==> src/pkg/logic_cluster_map.svh <==
// Register offsets, field positions and reset values of the logic cluster.
// Assumes a 32-bit APB slave, byte addresses, one aligned word per register.
`ifndef LOGIC_CLUSTER_MAP_SVH
`define LOGIC_CLUSTER_MAP_SVH

`define LC_NUM_CELLS      10
`define LC_OFF_CTRL       8'h00
`define LC_OFF_STATUS     8'h04
`define LC_OFF_MASK_BASE  8'h08
`define LC_OFF_CFG_BASE   8'h30
`define LC_CTRL_RESET     32'h0000_0080
`define LC_CFG_RESET      13'h0000
`define LC_MASK_RESET     16'h0000
`define LC_CTRL_CLKA_LSB  0
`define LC_CTRL_CLKB_LSB  3
`define LC_CTRL_CLKB_FALL 6
`define LC_CTRL_CHIPCLR   7

`endif

==> src/pkg/logic_cluster_pkg.sv <==
// Types shared by the logic cluster design.
// Assumes logic_cluster_map.svh for offsets and reset values.
package logic_cluster_pkg;

  // Register behaviour of a logic cell
  typedef enum logic [1:0] {
    FF_D,
    FF_T,
    FF_JK,
    FF_SR
  } ff_mode_t;

  // Cluster-wide control lines taken from local interconnect
  typedef struct packed {
    logic addnsub;
    logic sload;
    logic sclr;
    logic aload;
    logic aclr1;
    logic aclr0;
    logic ena_b;
    logic ena_a;
  } ctrl_t;

  // Per-cell configuration word
  typedef struct packed {
    logic [2:0] out_src;   // [2] local, [1] route b, [0] route a; 1 = register
    logic       arith;
    logic       reg_chain;
    logic       lut_chain;
    logic       pack_fb;
    logic       use_sync;
    logic       use_aload;
    logic       aclr_sel;
    logic       clk_sel;
    ff_mode_t   mode;
  } cell_cfg_t;

endpackage : logic_cluster_pkg

==> src/verilog/logic_cluster.sv <==
// Logic cluster of ten logic cells with shared control, cascades and add/sub.
// Assumes row clocks and control lines are synchronous to pclk; configured
// through APB.
`include "logic_cluster_map.svh"

module logic_cluster (
  input  wire logic                           pclk,
  input  wire logic                           presetn,
  input  wire logic                           psel,
  input  wire logic                           penable,
  input  wire logic                           pwrite,
  input  wire logic [7:0]                     paddr,
  input  wire logic [31:0]                    pwdata,
  output logic      [31:0]                    prdata,
  output logic                                pready,
  output logic                                pslverr,
  input  wire logic [7:0]                     row_clk,
  input  wire logic_cluster_pkg::ctrl_t       local_ctrl,
  input  wire logic [`LC_NUM_CELLS-1:0][3:0]  cell_in,
  input  wire logic                           carry_in,
  input  wire logic                           chip_wide_clear_n,
  output logic      [`LC_NUM_CELLS-1:0]       out_route_a,
  output logic      [`LC_NUM_CELLS-1:0]       out_route_b,
  output logic      [`LC_NUM_CELLS-1:0]       out_local,
  output logic      [`LC_NUM_CELLS-1:0]       lut_chain_out,
  output logic      [`LC_NUM_CELLS-1:0]       reg_chain_out,
  output logic                                carry_out
);
  import logic_cluster_pkg::*;

  localparam int N = `LC_NUM_CELLS;

  // Decode a per-cell register; returns N when the address misses the bank
  function automatic logic [3:0] cell_index(input logic [7:0] addr, input logic [7:0] base);
    logic [7:0] rel;
    rel = addr - base;
    if (addr >= base && rel[1:0] == 2'b00 && rel[7:2] < 6'(N)) begin
      cell_index = rel[5:2];
    end else begin
      cell_index = 4'(N);
    end
  endfunction : cell_index

  logic [31:0]     ctrl_q;
  logic [15:0]     mask_q [N];
  cell_cfg_t       cfg_q  [N];
  logic [N-1:0]    reg_q, reg_d;
  logic [N-1:0]    lut_res;
  logic [N:0]      carry;
  logic [7:0]      row_prev_q;
  logic            tick_a, tick_b, chip_clr;
  logic [N-1:0]    clr_hit, load_hit, tick_hit;
  logic [3:0]      wr_mask_idx, wr_cfg_idx, rd_mask_idx, rd_cfg_idx;
  logic            wr_en, mapped;

  // ---------------------------------------------------------------
  // APB slave
  // ---------------------------------------------------------------
  // Zero wait states: the answer is ready in every access phase
  assign pready      = 1'b1;
  assign wr_en       = psel && penable && pwrite;
  assign wr_mask_idx = cell_index(paddr, `LC_OFF_MASK_BASE);
  assign wr_cfg_idx  = cell_index(paddr, `LC_OFF_CFG_BASE);
  assign rd_mask_idx = wr_mask_idx;
  assign rd_cfg_idx  = wr_cfg_idx;
  assign mapped      = (paddr == `LC_OFF_CTRL) || (paddr == `LC_OFF_STATUS)
                    || (wr_mask_idx != 4'(N)) || (wr_cfg_idx != 4'(N));
  assign pslverr     = psel && penable && !mapped;

  // Configuration writes; unmapped writes change nothing
  always_ff @(posedge pclk or negedge presetn) begin
    if (!presetn) begin
      ctrl_q <= `LC_CTRL_RESET;
      for (int i = 0; i < N; i++) begin
        mask_q[i] <= `LC_MASK_RESET;
        cfg_q[i]  <= cell_cfg_t'(`LC_CFG_RESET);
      end
    end else if (wr_en) begin
      if (paddr == `LC_OFF_CTRL) begin
        ctrl_q <= {24'h00_0000, pwdata[7:0]};
      end else if (wr_mask_idx != 4'(N)) begin
        mask_q[wr_mask_idx] <= pwdata[15:0];
      end else if (wr_cfg_idx != 4'(N)) begin
        cfg_q[wr_cfg_idx] <= cell_cfg_t'(pwdata[12:0]);
      end
    end
  end

  // Read data captured in the setup phase so prdata comes from a flop
  always_ff @(posedge pclk or negedge presetn) begin
    if (!presetn) begin
      prdata <= 32'h0000_0000;
    end else if (psel && !penable && !pwrite) begin
      if (paddr == `LC_OFF_CTRL) begin
        prdata <= ctrl_q;
      end else if (paddr == `LC_OFF_STATUS) begin
        prdata <= {22'h00_0000, reg_q};
      end else if (rd_mask_idx != 4'(N)) begin
        prdata <= {16'h0000, mask_q[rd_mask_idx]};
      end else if (rd_cfg_idx != 4'(N)) begin
        prdata <= {19'h0_0000, cfg_q[rd_cfg_idx]};
      end else begin
        prdata <= 32'h0000_0000;
      end
    end
  end

  // ---------------------------------------------------------------
  // Cluster clocks and shared control
  // ---------------------------------------------------------------
  // Row clocks are sampled levels; their edges become one-cycle ticks
  always_ff @(posedge pclk or negedge presetn) begin
    if (!presetn) begin
      row_prev_q <= 8'h00;
    end else begin
      row_prev_q <= row_clk;
    end
  end

  // Each clock is gated only by its own enable
  always_comb begin
    logic [2:0] sa;
    logic [2:0] sb;
    sa     = ctrl_q[`LC_CTRL_CLKA_LSB +: 3];
    sb     = ctrl_q[`LC_CTRL_CLKB_LSB +: 3];
    tick_a = row_clk[sa] && !row_prev_q[sa] && local_ctrl.ena_a;
    // Falling-edge use spends the second cluster clock
    if (ctrl_q[`LC_CTRL_CLKB_FALL]) begin
      tick_b = !row_clk[sb] && row_prev_q[sb] && local_ctrl.ena_b;
    end else begin
      tick_b = row_clk[sb] && !row_prev_q[sb] && local_ctrl.ena_b;
    end
  end

  // Chip-wide clear is an option bit so it can be left unused
  assign chip_clr = !chip_wide_clear_n && ctrl_q[`LC_CTRL_CHIPCLR];

  // ---------------------------------------------------------------
  // Lookup tables, carry chain and register next state
  // ---------------------------------------------------------------
  // Cells are evaluated low to high so both cascades ripple upward
  always_comb begin
    logic [3:0] idx;
    logic       b_op, din, q, aclr, f;
    idx      = 4'h0;
    b_op     = 1'b0;
    din      = 1'b0;
    q        = 1'b0;
    aclr     = 1'b0;
    f        = 1'b0;
    carry[0] = local_ctrl.addnsub ? 1'b1 : carry_in;
    for (int i = 0; i < N; i++) begin
      q   = reg_q[i];
      idx = cell_in[i];
      if (cfg_q[i].lut_chain && i > 0) begin
        idx[0] = lut_res[i-1];
      end
      if (cfg_q[i].pack_fb) begin
        idx[3] = q;
      end
      b_op = cell_in[i][1] ^ local_ctrl.addnsub;
      if (cfg_q[i].arith) begin
        lut_res[i]  = cell_in[i][0] ^ b_op ^ carry[i];
        carry[i+1]  = (cell_in[i][0] & b_op) | (carry[i] & (cell_in[i][0] ^ b_op));
      end else begin
        lut_res[i]  = mask_q[i][idx];
        carry[i+1]  = carry[i];
      end
      din  = (cfg_q[i].reg_chain && i > 0) ? reg_q[i-1] : lut_res[i];
      aclr = cfg_q[i].aclr_sel ? local_ctrl.aclr1 : local_ctrl.aclr0;
      tick_hit[i] = cfg_q[i].clk_sel ? tick_b : tick_a;
      clr_hit[i]  = aclr;
      load_hit[i] = cfg_q[i].use_aload && local_ctrl.aload;
      case (cfg_q[i].mode)
        FF_D:    f = din;
        FF_T:    f = q ^ din;
        FF_JK:   f = (din & ~q) | (~cell_in[i][2] & q);
        default: f = din | (~cell_in[i][2] & q);
      endcase
      // Clear outranks load; sync controls only act on a clock tick
      if (chip_clr) begin
        reg_d[i] = 1'b0;
      end else if (aclr) begin
        reg_d[i] = 1'b0;
      end else if (load_hit[i]) begin
        reg_d[i] = cell_in[i][3];
      end else if (!tick_hit[i]) begin
        reg_d[i] = q;
      end else if (cfg_q[i].use_sync && local_ctrl.sclr) begin
        reg_d[i] = 1'b0;
      end else if (cfg_q[i].use_sync && local_ctrl.sload) begin
        reg_d[i] = cell_in[i][3];
      end else begin
        reg_d[i] = f;
      end
    end
  end

  // Cell registers
  always_ff @(posedge pclk or negedge presetn) begin
    if (!presetn) begin
      reg_q <= '0;
    end else begin
      reg_q <= reg_d;
    end
  end

  // ---------------------------------------------------------------
  // Cell outputs
  // ---------------------------------------------------------------
  // Outputs are retimed once; this adds a cycle but keeps them glitch free
  always_ff @(posedge pclk or negedge presetn) begin
    if (!presetn) begin
      out_route_a   <= '0;
      out_route_b   <= '0;
      out_local     <= '0;
      lut_chain_out <= '0;
      reg_chain_out <= '0;
      carry_out     <= 1'b0;
    end else begin
      for (int i = 0; i < N; i++) begin
        out_route_a[i] <= cfg_q[i].out_src[0] ? reg_q[i] : lut_res[i];
        out_route_b[i] <= cfg_q[i].out_src[1] ? reg_q[i] : lut_res[i];
        out_local[i]   <= cfg_q[i].out_src[2] ? reg_q[i] : lut_res[i];
      end
      lut_chain_out <= lut_res;
      reg_chain_out <= reg_q;
      carry_out     <= carry[N];
    end
  end

  // ---------------------------------------------------------------
  // Assertions
  // ---------------------------------------------------------------
  AST_CHIP_CLEAR: assert property (@(posedge pclk) disable iff (!presetn)
    chip_clr |=> reg_q == '0) else $error("chip clear left a register set");

  AST_CLEAR_WINS: assert property (@(posedge pclk) disable iff (!presetn)
    (clr_hit & load_hit) != '0 |=> (reg_q & $past(clr_hit & load_hit)) == '0)
    else $error("load beat clear");

  AST_PRESET: assert property (@(posedge pclk) disable iff (!presetn)
    !chip_clr && load_hit[0] && !clr_hit[0] && cell_in[0][3] |=> reg_q[0])
    else $error("preset failed on cell zero");

  AST_GATED_HOLD: assert property (@(posedge pclk) disable iff (!presetn)
    !chip_clr && (tick_hit | clr_hit | load_hit) == '0 |=> $stable(reg_q))
    else $error("register moved without a clock tick");

  AST_SUB_CARRY: assert property (@(posedge pclk) disable iff (!presetn)
    local_ctrl.addnsub |-> carry[0]) else $error("subtract carry-in not one");

  AST_SUM_CELL0: assert property (@(posedge pclk) disable iff (!presetn)
    cfg_q[0].arith |-> lut_res[0] ==
      (cell_in[0][0] ^ cell_in[0][1] ^ local_ctrl.addnsub ^ carry[0]))
    else $error("cell zero sum wrong");

  AST_REG_SHIFT: assert property (@(posedge pclk) disable iff (!presetn)
    !chip_clr && tick_hit[1] && !clr_hit[1] && !load_hit[1] && !local_ctrl.sclr
      && !local_ctrl.sload && cfg_q[1].reg_chain && cfg_q[1].mode == FF_D
      |=> reg_q[1] == $past(reg_q[0])) else $error("register chain did not shift");

  AST_BYPASS: assert property (@(posedge pclk) disable iff (!presetn)
    !cfg_q[0].out_src[0] |=> out_route_a[0] == $past(lut_res[0]))
    else $error("bypass output not lookup result");

  AST_TOGGLE: assert property (@(posedge pclk) disable iff (!presetn)
    !chip_clr && tick_hit[0] && !clr_hit[0] && !load_hit[0] && !cfg_q[0].use_sync
      && cfg_q[0].mode == FF_T && !cfg_q[0].reg_chain && lut_res[0]
      |=> reg_q[0] != $past(reg_q[0])) else $error("T register did not toggle");

  AST_APB_ERR: assert property (@(posedge pclk) disable iff (!presetn)
    psel && penable && mapped |-> pready && !pslverr) else $error("mapped access errored");

  // Cascade, packing and shared-control checks on the low cells; enable gating on all cells
  AST_LUT_CHAIN: assert property (@(posedge pclk) disable iff (!presetn)
    cfg_q[1].lut_chain && !cfg_q[1].arith && !cfg_q[1].pack_fb
      |-> lut_res[1] == mask_q[1][{cell_in[1][3:1], lut_res[0]}])
    else $error("lookup chain not fed from cell zero");

  AST_PACK: assert property (@(posedge pclk) disable iff (!presetn)
    cfg_q[0].pack_fb && !cfg_q[0].arith
      |-> lut_res[0] == mask_q[0][{reg_q[0], cell_in[0][2:0]}])
    else $error("packed register not at input four");

  AST_FALL_EDGE: assert property (@(posedge pclk) disable iff (!presetn)
    ctrl_q[`LC_CTRL_CLKB_FALL] && tick_b |-> !row_clk[ctrl_q[`LC_CTRL_CLKB_LSB +: 3]])
    else $error("falling clock ticked on a high row");

  AST_ENABLE_GATE: assert property (@(posedge pclk) disable iff (!presetn)
    !local_ctrl.ena_a && !local_ctrl.ena_b |-> tick_hit == '0)
    else $error("clock ticked with both enables low");

  AST_SYNC_CLEAR: assert property (@(posedge pclk) disable iff (!presetn)
    !chip_clr && tick_hit[0] && !clr_hit[0] && !load_hit[0] && cfg_q[0].use_sync
      && local_ctrl.sclr |=> !reg_q[0]) else $error("sync clear ignored on cell zero");

  AST_ALOAD_DATA: assert property (@(posedge pclk) disable iff (!presetn)
    !chip_clr && load_hit[0] && !clr_hit[0] |=> reg_q[0] == $past(cell_in[0][3]))
    else $error("async load data not input four");

  AST_ROUTE_REG: assert property (@(posedge pclk) disable iff (!presetn)
    cfg_q[0].out_src[1] |=> out_route_b[0] == $past(reg_q[0]))
    else $error("route b not from register");

  COV_SUBTRACT: cover property (@(posedge pclk) disable iff (!presetn)
    local_ctrl.addnsub && cfg_q[0].arith);
  COV_FALL_EDGE: cover property (@(posedge pclk) disable iff (!presetn)
    tick_b && ctrl_q[`LC_CTRL_CLKB_FALL]);
  COV_CLEAR_LOAD: cover property (@(posedge pclk) disable iff (!presetn)
    (clr_hit & load_hit) != '0);
  // Packing and sync clear are the least obvious paths
  COV_PACK: cover property (@(posedge pclk) disable iff (!presetn)
    cfg_q[0].pack_fb);
  COV_SYNC_CLEAR: cover property (@(posedge pclk) disable iff (!presetn)
    tick_hit[0] && cfg_q[0].use_sync && local_ctrl.sclr);

endmodule : logic_cluster

==> config.mk <==
export PLATFORM = sky130hd
export DESIGN_NAME = logic_cluster
export DESIGN_NICKNAME = d
export VERILOG_FILES = /design/src/pkg/logic_cluster_pkg.sv /design/src/verilog/logic_cluster.sv
export VERILOG_INCLUDE_DIRS = /design/src /design/src/pkg
export SDC_FILE = /design/constraint.sdc
export NUM_CORES = 1
export LEC_CHECK = 0
export CAP_MARGIN = 20
export CORE_MARGIN = 2
export CORE_UTILIZATION = 45
export CTS_CLUSTER_DIAMETER = 60
export CTS_CLUSTER_SIZE = 14
export DETAILED_ROUTE_END_ITERATION = 10
export DONT_BUFFER_PORTS = 1
export HOLD_SLACK_MARGIN = 0.03
export PLACE_DENSITY = 0.6
export SYNTH_ARGS = -nofsm -noshare
export SYNTH_HDL_FRONTEND = slang
export SYNTH_SLANG_ARGS = --single-unit
==> constraint.sdc <==
create_clock -name pclk -period 12.5 [get_ports pclk]
set_input_delay 1.875 -clock pclk [delete_from_list [all_inputs] [get_ports pclk]]
set_output_delay 1.875 -clock pclk [all_outputs]
set_load 0.01 [all_outputs]
Word level (Yosys, flattened, before mapping)
Cells that the tools add are included.
Widths: inputs -> output; s select.
{"block": "word_totals", "regBits": 399, "in_bits": 103, "output_inout_bits": 85, "wordCells": 608}
{"block": "classes", "add_sub_neg": 2, "magnitude_cmp": 20, "eq_ne": 23, "muxes": 216, "n_bitwise": 134, "reduce_logical": 84}
{"cell": "$mux 1", "n": 174}
{"cell": "$bwmux 160", "n": 1}
{"cell": "$bwmux 130", "n": 1}
{"cell": "$mux 16", "n": 6}
{"cell": "$bmux 16 s4", "n": 1}
{"cell": "$demux 16 s4", "n": 1}
{"cell": "$bmux 13 s4", "n": 1}
{"cell": "$demux 13 s4", "n": 1}
{"cell": "$mux 13", "n": 4}
{"cell": "$lt 4x5->1 const B", "n": 10}
{"cell": "$logic_and 1x1->1", "n": 48}
{"cell": "$and 1x1->1", "n": 40}
{"cell": "$bmux 1 s4", "n": 10}
{"cell": "$reduce_bool 4->1", "n": 10}
{"cell": "$xor 1x1->1", "n": 40}
{"cell": "$or 1x1->1", "n": 30}
{"cell": "$pmux 1 s3", "n": 10}
{"cell": "$logic_not 2->1", "n": 12}
{"cell": "$not 1->1", "n": 22}
{"cell": "$eq 2x1->1 const B", "n": 10}
{"cell": "$eq 2x2->1 const B", "n": 10}
{"cell": "$bmux 1 s3", "n": 4}
{"cell": "$lt 6x4->1 const B", "n": 2}
{"cell": "$ge 5x5->1 const B", "n": 2}
{"cell": "16 further kinds", "n": 29}

Longest topological paths before layout
Gate-level depths: netlist of the first run.
{"block": "logic_depth", "word_depth": 50, "mapped_depth": 40, "mapped_depth_nobuf": 39}

Worst setup path after synthesis of the first run
Ideal clock, no wire load.
{"block": "synth_timing", "path_kind": "input port to flip-flop", "startpoint": "input local_ctrl[7] (netlist bit)", "endpoint": "register reg_q[9]", "setup_time_ns": 0.127, "arrival_ns": 10.705, "t_required_ns": 12.373, "setup_slack_ns": 1.668, "path_stages": 38, "path_buffers": 1, "cell_sequence": "clkbuf_1 xnor2_1 fa_1 mux2_2 fa_1 mux2i_1 fa_1 mux2_2 fa_1 mux2_2 fa_1 mux2_2 fa_1 mux2_2 fa_1 mux2_2 fa_1 nand2b_1 [... 2 more ...] inv_1 nor3_4 mux2_2 o41ai_2 and2_1 mux2_2 o31ai_1 nor3_2 o21bai_2 mux2_2 ha_1 nand2_1 o21ai_0 nor2_1 a21oi_1 o21ai_0 a31o_1 o2bb2ai_1"}
{"block": "synth_via", "elab_chain_len": 50, "word_cells_on_any_way": 116, "classes_between": "55 x mux; 61 x bitwise"}
{"element": "from (decl)", "line_no": "logic_cluster.sv:18", "source": "input wire logic_cluster_pkg::ctrl_t local_ctrl,"}
{"element": "$xor 1x1->1", "line_no": "logic_cluster.sv:161", "source": "b_op = cell_in[i][1] ^ local_ctrl.addnsub;"}
{"element": "$xor 1x1->1", "line_no": "logic_cluster.sv:163, logic_cluster.sv:164"}
{"element": "$xor 1x1->1", "line_no": "logic_cluster.sv:163", "source": "lut_res[i] = cell_in[i][0] ^ b_op ^ carry[i];"}
{"element": "$mux 1", "line_no": "logic_cluster.sv:162", "source": "if (cfg_q[i].arith) begin"}
{"element": "$mux 1", "line_no": "logic_cluster.sv:155", "source": "if (cfg_q[i].lut_chain && i > 0) begin"}
{"element": "$bmux 1 s4", "line_no": "logic_cluster.sv:166", "source": "lut_res[i] = mask_q[i][idx];"}
{"element": "$mux 1 (implied by the code)", "line_no": "logic_cluster.sv:166"}
{"element": "$mux 1", "line_no": "logic_cluster.sv:162"}
{"element": "[... 32 more ...]"}
{"element": "via lut_res[9]", "line_no": "logic_cluster.sv:48", "source": "logic [N-1:0] lut_res;"}
{"element": "[... 2 more ...]"}
{"element": "$or 1x1->1", "line_no": "logic_cluster.sv:177", "source": "FF_JK: f = (din & ~q) | (~cell_in[i][2] & q);"}
{"element": "$pmux 1 s3 (*)", "line_no": "logic_cluster.sv:174", "source": "case (cfg_q[i].mode)"}
{"element": "$mux 1 (*)", "line_no": "logic_cluster.sv:191", "source": "end else if (cfg_q[i].use_sync && local_ctrl.sload) begin"}
{"element": "$mux 1 (*)", "line_no": "logic_cluster.sv:189", "source": "end else if (cfg_q[i].use_sync && local_ctrl.sclr) begin"}
{"element": "$mux 1 (*)", "line_no": "logic_cluster.sv:187", "source": "end else if (!tick_hit[i]) begin"}
{"element": "$mux 1 (*)", "line_no": "logic_cluster.sv:185", "source": "end else if (load_hit[i]) begin"}
{"element": "$mux 1 (*)", "line_no": "logic_cluster.sv:183", "source": "end else if (aclr) begin"}
{"element": "$mux 1 (*)", "line_no": "logic_cluster.sv:181", "source": "if (chip_clr) begin"}
{"element": "to (signal assigned)", "line_no": "logic_cluster.sv:204", "source": "reg_q <= reg_d;"}
{"element": "to (decl)", "line_no": "logic_cluster.sv:47", "source": "logic [N-1:0] reg_q, reg_d;"}
Mark *: on every way through the listed nets, which the timed path passes. The rest lies on a longest branch. The select of a mux whose other input is x is not followed.
A chain may end at the register's enable or synchronous reset.

Worst setup path after layout of the first run
{"block": "layout_timing", "startpoint": "input cell_in[0] (netlist bit)", "endpoint": "register reg_q[9]"}
{"block": "layout_via", "elab_chain_len": 49, "word_cells_on_any_way": 90, "classes_between": "56 x mux; 34 x bitwise"}
{"element": "from (decl)", "line_no": "logic_cluster.sv:19", "source": "input wire logic [`LC_NUM_CELLS-1:0][3:0] cell_in,"}
{"element": "$bmux 1 s4 or $xor 1x1->1 (tied branches)", "line_no": "logic_cluster.sv:166, logic_cluster.sv:163, logic_cluster.sv:164"}
{"element": "$mux 1 (implied by the code) or $xor 1x1->1 (tied branches)", "line_no": "logic_cluster.sv:166, logic_cluster.sv:163"}
{"element": "$mux 1", "line_no": "logic_cluster.sv:162"}
{"element": "$mux 1", "line_no": "logic_cluster.sv:155"}
{"element": "$bmux 1 s4", "line_no": "logic_cluster.sv:166"}
{"element": "$mux 1 (implied by the code)", "line_no": "logic_cluster.sv:166"}
{"element": "$mux 1", "line_no": "logic_cluster.sv:162"}
{"element": "$mux 1", "line_no": "logic_cluster.sv:155"}
{"element": "[... 31 more ...]"}
{"element": "via lut_res[9]", "line_no": "logic_cluster.sv:48"}
{"element": "[... 2 more ...]"}
{"element": "$or 1x1->1", "line_no": "logic_cluster.sv:177"}
{"element": "$pmux 1 s3 (*)", "line_no": "logic_cluster.sv:174"}
{"element": "$mux 1 (*)", "line_no": "logic_cluster.sv:191"}
{"element": "$mux 1 (*)", "line_no": "logic_cluster.sv:189"}
{"element": "$mux 1 (*)", "line_no": "logic_cluster.sv:187"}
{"element": "$mux 1 (*)", "line_no": "logic_cluster.sv:185"}
{"element": "$mux 1 (*)", "line_no": "logic_cluster.sv:183"}
{"element": "$mux 1 (*)", "line_no": "logic_cluster.sv:181"}
Marked as above.

==> results.md, run 1 <==
* Outcome: finished with violations
* Failing checks: slew limit
* Total Wirelength at 76.6 mm
* Slew HR at -0.251
* DRT antenna net count at 0
* Initial antenna violation count at 4
* Initial Util at 0.453
* CTS Buf Count at 39
* Post-synth EDFFs at 0
* Die H at 223 um
* Starting DRT DRC Count at 1867
* Min-Delay Startpoint: cfg_q[63]
* Max-cap violation count at 0
* Asr flop ratio synth at 1.00
* Post-DP HPWL at 54.2 mm
* Crit start category: input port
* Number of top-level pins at 188
* Setup TNS at 0 ps
* Vias in the first global route at 16700
* Cell variety after synth at 89
* Routability cong. at 0.964
* Leakage at 10.4 nW
* H-tree depth at 2
* Period utilisation layout at 0.887
* YS warnings at 0
* Reg2Reg Depth at 35
* Post-synthesis cell area at 0.0216 sq mm
* Total iterations of the first detailed-routing run at 6
* Clock slew at reported path FFs at 60 ps
* Max frequency at 90.1 MHz
* Pint at 1.97 mW
* Setup Buffers After CTS at 0
* Max incr delay on CP at 560 ps
* Port buffer count at 0
* Sw Ratio at 0.251
* Area delta synth->final at 7.60%
* Crit path launch: cell_in[0]
* Vias after detailed routing at 17000
* Final Hold Vio Count at 0
* Root Buffer: clkbuf_16
* Hold crit path type: reg -> reg
* Worst setup endpoint: reg_q[9]
* Die Area at 0.0497 sq mm
* Clock Power Share at 0.445
* WS Path Type: in -> reg
* Total grt overflow at 0
* Worst Clk Skew at 29.4 ps
* Number of synthesized register bits at 383
* Largest net degree at the start of global routing at 384
* Final design utilization at 0.488
* Routed WL per cell at 29.8 um
* PwrDens at 114 mW/mm^2
* Final Critical Period at 11090 ps
* Commonest non-fill, non-tap cell in the layout: dfrtp_1
* RSZ-0062 raised after global routing: false
* Post-synthesis area per instance at 10.8 sq um
* Sw Pwr at 0.662 mW
* Fin area at 0.0232 sq mm
* First-pass GRT wire length at 112 mm
* Resize count post-CTS at 0
* CP required at 12940 ps
* Total track usage at 0.306
* Final setup viols at 0
* CP Data Arrival Time at 11540 ps
* Prevailing post-synth register cell: dfrtp_1
* Nets@finish at 2061
* Commonest cells after routing, fill and taps aside: dfrtp_1 (382), mux2_2 (338), nor2_1 (146)
* Reg2reg end: reg_q[9]
* VDD IR max at 0.0819 mV
* Worst path slowest cell: o41ai_1
* Sequential area share after synthesis at 0.445
* Via/cell ratio at 6.61
* Reg2reg start: cfg_q[126]
* Cell count after synthesis at 1999
* CTS tree: built
* CP Max Fanout at 7
* Clk_lat worst skew at 590 ps
* Crit. End Element: register
* Share of cells above drive strength 1 at 0.243
* Clock sinks at 383
* Pins Over Slew Limit at 146
* DRC violations left at 0
* Setup slack, reg-to-reg at 2430 ps
* # rows at 80
* Die span in x at 223 um
* Core area at 0.0475 sq mm
* Tightest Pin Transition at 1880 ps
* Comb power frac at 0.066
* Placed cell areas at 0.0219 sq mm
* Clock buffer depth at 3
* Post-CTS Hold Fix Bufs at 0
* Sequential power share at 0.488
[power groups by stage]
stage                     registers [mW]  clock network (mW)  logic, mW
final                               1.29                1.17      0.175
after global routing                1.29                1.24      0.189
after CTS                           1.29                1.19      0.171
after detailed placement            1.31                   0      0.171
after global placement              1.31                   0      0.167
after floorplan                     1.30                   0      0.150
[layer usage]
layer  track usage  part of all wire  vias to the layer above
met1         0.407              0.41                     8702
li1              -                 -                     7349
met2         0.474              0.45                      759
met5             0                 0                        -
met3        0.0649             0.085                      185
met4         0.156             0.053                        0
[sequential cells by signal, summed over array words and instances (netlist names)]
name	flops
ctrl_q	8
out_route_a	10
cfg_q	130
prdata	16
reg_q	10
out_route_b	10
out_local	10
carry_out	1
lut_chain_out	10
mask_q	160
reg_chain_out	10
row_prev_q	8
[synth_stat cells (19+ instances only)]
cell	number	area share
nor2_1	147	0.026
o22ai_1	65	0.019
nand2b_1	19	0.0055
a21oi_1	100	0.023
nand2_1	115	0.020
nor3_1	24	0.0056
nand3_1	28	0.0065
a221oi_1	29	0.012
clkbuf_1	109	0.019
dfrtp_1	382	0.44
o21ai_0	111	0.026
nor2b_1	28	0.0081
o221ai_1	31	0.013
inv_1	48	0.0084
mux4_2	26	0.027
mux2_2	338	0.18
mux2i_1	70	0.033
[how the worst min path moves through the flow]
stage,slack [ps],end,depth (start not counted)
floorplan,350,reg_chain_out[7],0
global placement,490,cfg_q[124],1
detailed placement,490,out_route_b[5],1
CTS,500,out_route_b[5],1
global route,520,out_route_b[5],1
finish,490,out_route_b[5],1
[logic make-up (layout without fill, tap and decap cells)]
kind of cell             Yosys count  in the layout  share of synthesized area
multiplexers                     438            438                      0.239
XOR/XNOR                          12             12                    0.00488
buffers and inverters            196            139                     0.0375
other                              2             18                   0.000348
AND/OR/NAND/NOR                  427            427                     0.0940
flip-flops                       383            383                      0.445
AO/OA/AOI/OAI                    516            516                      0.162
adder cells (fa/ha/maj)           25             25                     0.0180
[area by class of cell]
class                      count  area, sq um
fill                        4325        24400
multi-input combinational   1435        11200
sequential                   383         9590
clock buffer                  47         1040
tap                          615          769
clock inverter                18          193
inverter                      50          188
timing repair buffer          24          184
antenna                        1         2.50
[critical path, delay by kind of cell]
family,cells,cell delay (ps)
compound gates,9,1970
buf+inv,2,310
simple gates,7,1460
mux,10,2850
fa+ha+maj,9,3030
[through the flow]
stage	hold WS, ps	power [mW]	std cells	worst slack [ps]
4_1_cts	498	2.65	2568	1460
5_1_grt	519	2.72	2572	797
3_3_place_gp	490	1.48	2502	953
2_1_floorplan	352	1.45	2014	1670
3_5_place_dp	495	1.48	2503	840
6_report	494	2.64	2573	1410
Note: power is estimated with default switching activity, not from simulation.
==> inputs of run 2 (changes only) <==
- CORE_UTILIZATION: 45 -> 61
- PLACE_DENSITY: 0.6 -> 0.77
- SKIP_CTS_REPAIR_TIMING: not set -> 1
==> run 2 against run 1 <==
The run now ends clean. Sequential power about the same. First-iteration DRC count up 8.2%. Wire length down 6.2%. Critical endpoint unchanged. Final area down 1.1%.
==> results.md, run 2 (synthesis results as in run 1) <==
* Initial Util at 0.622
* Reg2Reg Depth at 35
* VDD IR max at 0.108 mV
* Final design utilization at 0.662
* Initial antenna violation count at 1
* Vias in the first global route at 17100
* Tightest Pin Transition at 1330 ps
* Commonest non-fill, non-tap cell in the layout: dfrtp_1
* Clock sinks at 383
* Sw Ratio at 0.245
* Sequential power share at 0.493
* Worst Clk Skew at 16.5 ps
* # rows at 68
* Via/cell ratio at 7.24
* Routability cong. at 0.985
* Post-DP HPWL at 50.6 mm
* Port buffer count at 0
* Total iterations of the first detailed-routing run at 7
* WL met3 at 8.29 mm
* DRC violations left at 0
* Die span in x at 192 um
* WL met2 at 32.1 mm
* Comb power frac at 0.067
* Slew HR at 0.113
* Setup TNS at 0 ps
* Die Area at 0.0369 sq mm
* Share of cells above drive strength 1 at 0.240
* Starting DRT DRC Count at 2021
* H-tree depth at 2
* Vias after detailed routing at 17400
* Clock slew at reported path FFs at 60 ps
* Total Wirelength at 71.9 mm
* Worst path slowest cell: a21boi_1
* Routed WL per cell at 29.9 um
* CP Max Fanout at 11
* Max reg flops at 160
* Max frequency at 88.7 MHz
* Met1 WL at 27.3 mm
* Crit. End Element: register
* Dpl ws at 846 ps
* DRT antenna net count at 0
* CP required at 12950 ps
* Clock Power Share at 0.440
* Outcome: complete, no violations
* Top cell by count, worst path: mux2_2
* Period utilisation layout at 0.902
* Clock buffer depth at 3
* Final Critical Period at 11270 ps
* WS Path Type: in -> reg
* Largest register by flop count: mask_q
* Commonest cells after routing, fill and taps aside: dfrtp_1 (382), mux2_2 (338), nor2_1 (146)
* Nets@finish at 2057
* Die H at 192 um
* Largest net degree at the start of global routing at 384
* CP Data Arrival Time at 11720 ps
* First-pass GRT wire length at 106 mm
* Crit start category: input port
* CTS Buf Count at 38
* Top flop regs: mask_q (160), cfg_q (130), prdata (16)
* Core area at 0.0346 sq mm
* Final Hold Vio Count at 0
* Pint at 1.97 mW
* Hold crit path type: reg -> reg
* Final setup viols at 0
* Leakage at 10.4 nW
* Total track usage at 0.395
* Max incr delay on CP at 770 ps
* Fin Hold WS at 495 ps
* DR top layer: met5
* Total grt overflow at 0
* Number of top-level pins at 188
* CTS tree: built
* Pins Over Slew Limit at 0
* Sw Pwr at 0.639 mW
* Area delta synth->final at 6.41%
* Clk_lat worst skew at 570 ps
* Hold path cells at 1
* Max-cap violation count at 0
* PwrDens at 114 mW/mm^2
* Final setup margin at 1230 ps
* RSZ-0062 raised after global routing: false
* Root Buffer: clkbuf_16
## run 2: cell count changes in the layout (fill, tap and decap cells not counted), sizes merged
cell      change
buf           -3
inv           -1
clkbuf        -3
clkinv        -4
diode         +2
clkinvlp      -1
## run 2: per-layer routing
metal  vias to the layer above  track usage
met5                         -       0.0137
met4                         2        0.213
met3                       238        0.114
met2                      1087        0.602
met1                      8723        0.509
li1                       7344            -
## run 2: area by class of cell
class | instances | area (sq um)
antenna | 3 | 7.51
timing repair buffer | 21 | 169
clock inverter | 12 | 145
fill | 2638 | 11700
tap | 455 | 569
sequential | 383 | 9590
clock buffer | 44 | 1040
inverter | 50 | 188
multi-input combinational | 1435 | 11200
## run 2: worst paths after layout
kind / start / to / slack, ps
max: local_ctrl[7] / reg_q[9] / 1230
min: cfg_q[63] / out_route_b[5] / 490
min reg2reg: cfg_q[63] / out_route_b[5] / 490
min in group asynchronous: presetn / cfg_q[92] / 1000
max in group asynchronous: presetn / mask_q[143] / 10420
max reg2reg: cfg_q[126] / reg_q[9] / 2390
## run 2: critical path: cells and delay by family
| family | cells | cell delay (ps) |
|---|---|---|
| AOI/OAI and AO/OA | 16 | 4040 |
| and+or+nand+nor | 9 | 2000 |
| muxes | 6 | 1930 |
| adders and majority gates | 5 | 1740 |
| xor gates and xnor gates | 1 | 130 |
## run 2: power by group through the flow
| stage | clock network [mW] | registers [mW] | logic [mW] |
|---|---|---|---|
| 2_1_floorplan | 0 | 1.30 | 0.150 |
| 3_3_place_gp | 0 | 1.31 | 0.163 |
| 3_5_place_dp | 0 | 1.31 | 0.167 |
| 4_1_cts | 1.15 | 1.29 | 0.169 |
| 5_1_grt | 1.20 | 1.29 | 0.188 |
| 6_report | 1.15 | 1.29 | 0.174 |
## run 2: metrics by stage
stage          std cells  power, mW  area (sq um)
3_5_place_dp        2340       1.48         21700
2_1_floorplan       2014       1.45         21600
6_report            2403       2.61         22900
5_1_grt             2401       2.68         22900
4_1_cts             2396       2.61         22900
3_3_place_gp        2339       1.47         21700
==> inputs of run 3 (changes only) <==
- ABC_AREA: not set -> 1
==> run 3 against run 2 <==
Critical path depth rose by 30. Clock skew is 9.6 ps higher. Wire length fell by 1.7%. Critical path type unchanged. Largest cell class is now registers.
==> results.md, run 3 <==
* Pint at 1.92 mW
* Final setup margin at 2530 ps
* Prevailing post-synth register cell: dfrtp_1
* CP required at 12950 ps
* Fill count at 2888
* Vias after detailed routing at 19400
* Total grt overflow at 0
* Initial antenna violation count at 1
* VDD IR max at 0.111 mV
* # rows at 67
* Final setup viols at 0
* Yosys top cell by area: dfrtp_1
* Antenna Cells at 0
* Final Non-Filler Cells at 3032
* Total iterations of the first detailed-routing run at 5
* Sequential area share after synthesis at 0.465
* Top flop regs: mask_q (160), cfg_q (130), prdata (16)
* Outcome: complete, no violations
* Final Critical Period at 9970 ps
* Cell variety after synth at 57
* Post-DP HPWL at 49.5 mm
* Area delta synth->final at 6.23%
* Max frequency at 100 MHz
* CTS Buf Count at 37
* Post-synthesis area per instance at 7.83 sq um
* Clock buffer depth at 3
* Port buffer count at 0
* Crit start category: input port
* Max-cap violation count at 0
* Dpl ws at 2250 ps
* Routability cong. at 0.989
* Initial Util at 0.617
* Number of top-level pins at 188
* Via/cell ratio at 6.41
* RSZ-0062 raised after global routing: false
* Count leader, synth: nand2_1
* Post-synth EDFFs at 0
* Nets@finish at 2693
* Die Area at 0.0353 sq mm
* Max incr delay on CP at 550 ps
* Clock slew at reported path FFs at 60 ps
* First-pass GRT wire length at 107 mm
* Hold crit path type: reg -> reg
* Top cell by count, worst path: nand3_1
* Largest net degree at the start of global routing at 384
* Root Buffer: clkbuf_16
* Placed cell areas at 0.0207 sq mm
* CP Max Fanout at 11
* Post-synthesis cell area at 0.0206 sq mm
* H-tree depth at 2
* Asr flop ratio synth at 1.00
* DRT antenna net count at 0
* Sequential power share at 0.499
* Commonest non-fill, non-tap cell in the layout: nand2_1
* Vias in the first global route at 18200
* Worst Clk Skew at 26.1 ps
* WS Path Type: in -> reg
* Total track usage at 0.400
* Pins Over Slew Limit at 0
* Leading post-synthesis cells by cell area: dfrtp_1 (46%), nand2_1 (12%), o21ai_0 (10%)
* Post-synth top cells: nand2_1 (639), o21ai_0 (426), dfrtp_1 (382)
* Tightest Pin Transition at 1190 ps
* Die H at 188 um
* Sw Pwr at 0.675 mW
* Share of the synthesized area in the top cell type at 0.464
* Period utilisation layout at 0.798
* Fin Hold WS at 488 ps
* Worst path slowest cell: fa_1
* Leakage at 9.74 nW
* Max reg flops at 160
* YS warnings at 0
* Slew HR at 0.188
* Crit. End Element: register
* Largest register by flop count: mask_q
* CTS tree: built
* Clock Power Share at 0.421
* Comb power frac at 0.080
* Cell Count Post-Placement at 2973
* Setup TNS at 0 ps
* Total Wirelength at 70.7 mm
* Fin area at 0.0219 sq mm
* PwrDens at 119 mW/mm^2
* Clk_lat worst skew at 550 ps
* DRC violations left at 0
* Final Hold Vio Count at 0
* Starting DRT DRC Count at 2449
* Clock sinks at 383
* CP Data Arrival Time at 10420 ps
* Die span in x at 188 um
* Commonest cells after routing, fill and taps aside: nand2_1 (639), o21ai_0 (426), dfrtp_1 (382)
* Number of synthesized register bits at 383
* Cell count after synthesis at 2631
* Share of cells above drive strength 1 at 0.0550
* Sw Ratio at 0.260
* Core area at 0.0334 sq mm
* Routed WL per cell at 23.3 um
## run 3: changes by cell type after synthesis, moves of 23 or more
| cell | before | now |
|---|---|---|
| inv_1 | 48 | 278 |
| mux2_2 | 338 | 0 |
| a21oi_1 | 100 | 62 |
| nand3_1 | 28 | 249 |
| nor2b_1 | 28 | 0 |
| mux2i_1 | 70 | 2 |
| o21ai_0 | 111 | 426 |
| nand2_1 | 115 | 639 |
| o22ai_1 | 65 | 88 |
| mux4_2 | 26 | 0 |
| nor2_1 | 147 | 102 |
## run 3: routing by layer
layer  global-route usage  routed length [um]  vias to the layer above
li1                     -                   -                     8716
met1                0.522               26600                     9339
met2                0.626               32100                     1129
met3               0.0887                7490                      258
met4                0.217                4460                        0
met5                    0                   0                        -
## run 3: critical path, delay by kind of cell
family	cells	cell delay, ps
xor+xnor	1	120
simple gates	61	6320
fa+ha+maj	4	1570
compound gates	1	510
## run 3: final cells by class
| cell class | instances | area (sq um) | share of cell area |
|---|---|---|---|
| multi-input combinational | 1845 | 9410 | 0.430 |
| sequential | 383 | 9590 | 0.438 |
| timing repair buffer | 15 | 133 | 0.00606 |
| inverter | 283 | 1070 | 0.0488 |
| clock inverter | 13 | 119 | 0.00543 |
| tap | 448 | 561 | 0.0256 |
| clock buffer | 45 | 1010 | 0.0460 |
## run 3: kinds of logic after synthesis
family,share of synthesized area
xor gates and xnor gates,0.00468
adders and majority gates,0.0188
and+or+nand+nor,0.239
AOI/OAI and AO/OA,0.190
DFF,0.465
other,0.000365
buffers and inverters,0.0810
muxes,0.000972
## run 3: worst paths after layout
path | startpoint | end | slack [ps] | cells after the start
worst max-delay path | local_ctrl[7] | reg_q[9] | 2530 | 67
worst min-delay path | mask_q[99] | mask_q[99] | 490 | 2
worst max register to register | reg_q[0] | reg_q[9] | 3740 | 80
worst min register to register | mask_q[99] | mask_q[99] | 490 | 2
max in group asynchronous | presetn | mask_q[61] | 11060 | 0
min in group asynchronous | presetn | lut_chain_out[1] | 1020 | 0
## run 3: power by group through the flow
stage / logic (mW) / registers, mW / clock network (mW)
floorplan: 0.142 / 1.31 / 0
global placement: 0.192 / 1.32 / 0
detailed placement: 0.198 / 1.32 / 0
CTS: 0.199 / 1.30 / 1.10
global route: 0.225 / 1.30 / 1.15
finish: 0.206 / 1.30 / 1.09
## run 3: per-stage QoR
| stage | utilization | power, mW |
|---|---|---|
| finish | 0.656 | 2.60 |
| global route | 0.656 | 2.67 |
| CTS | 0.655 | 2.59 |
| detailed placement | 0.621 | 1.52 |
| global placement | 0.621 | 1.51 |
| floorplan | - | 1.45 |
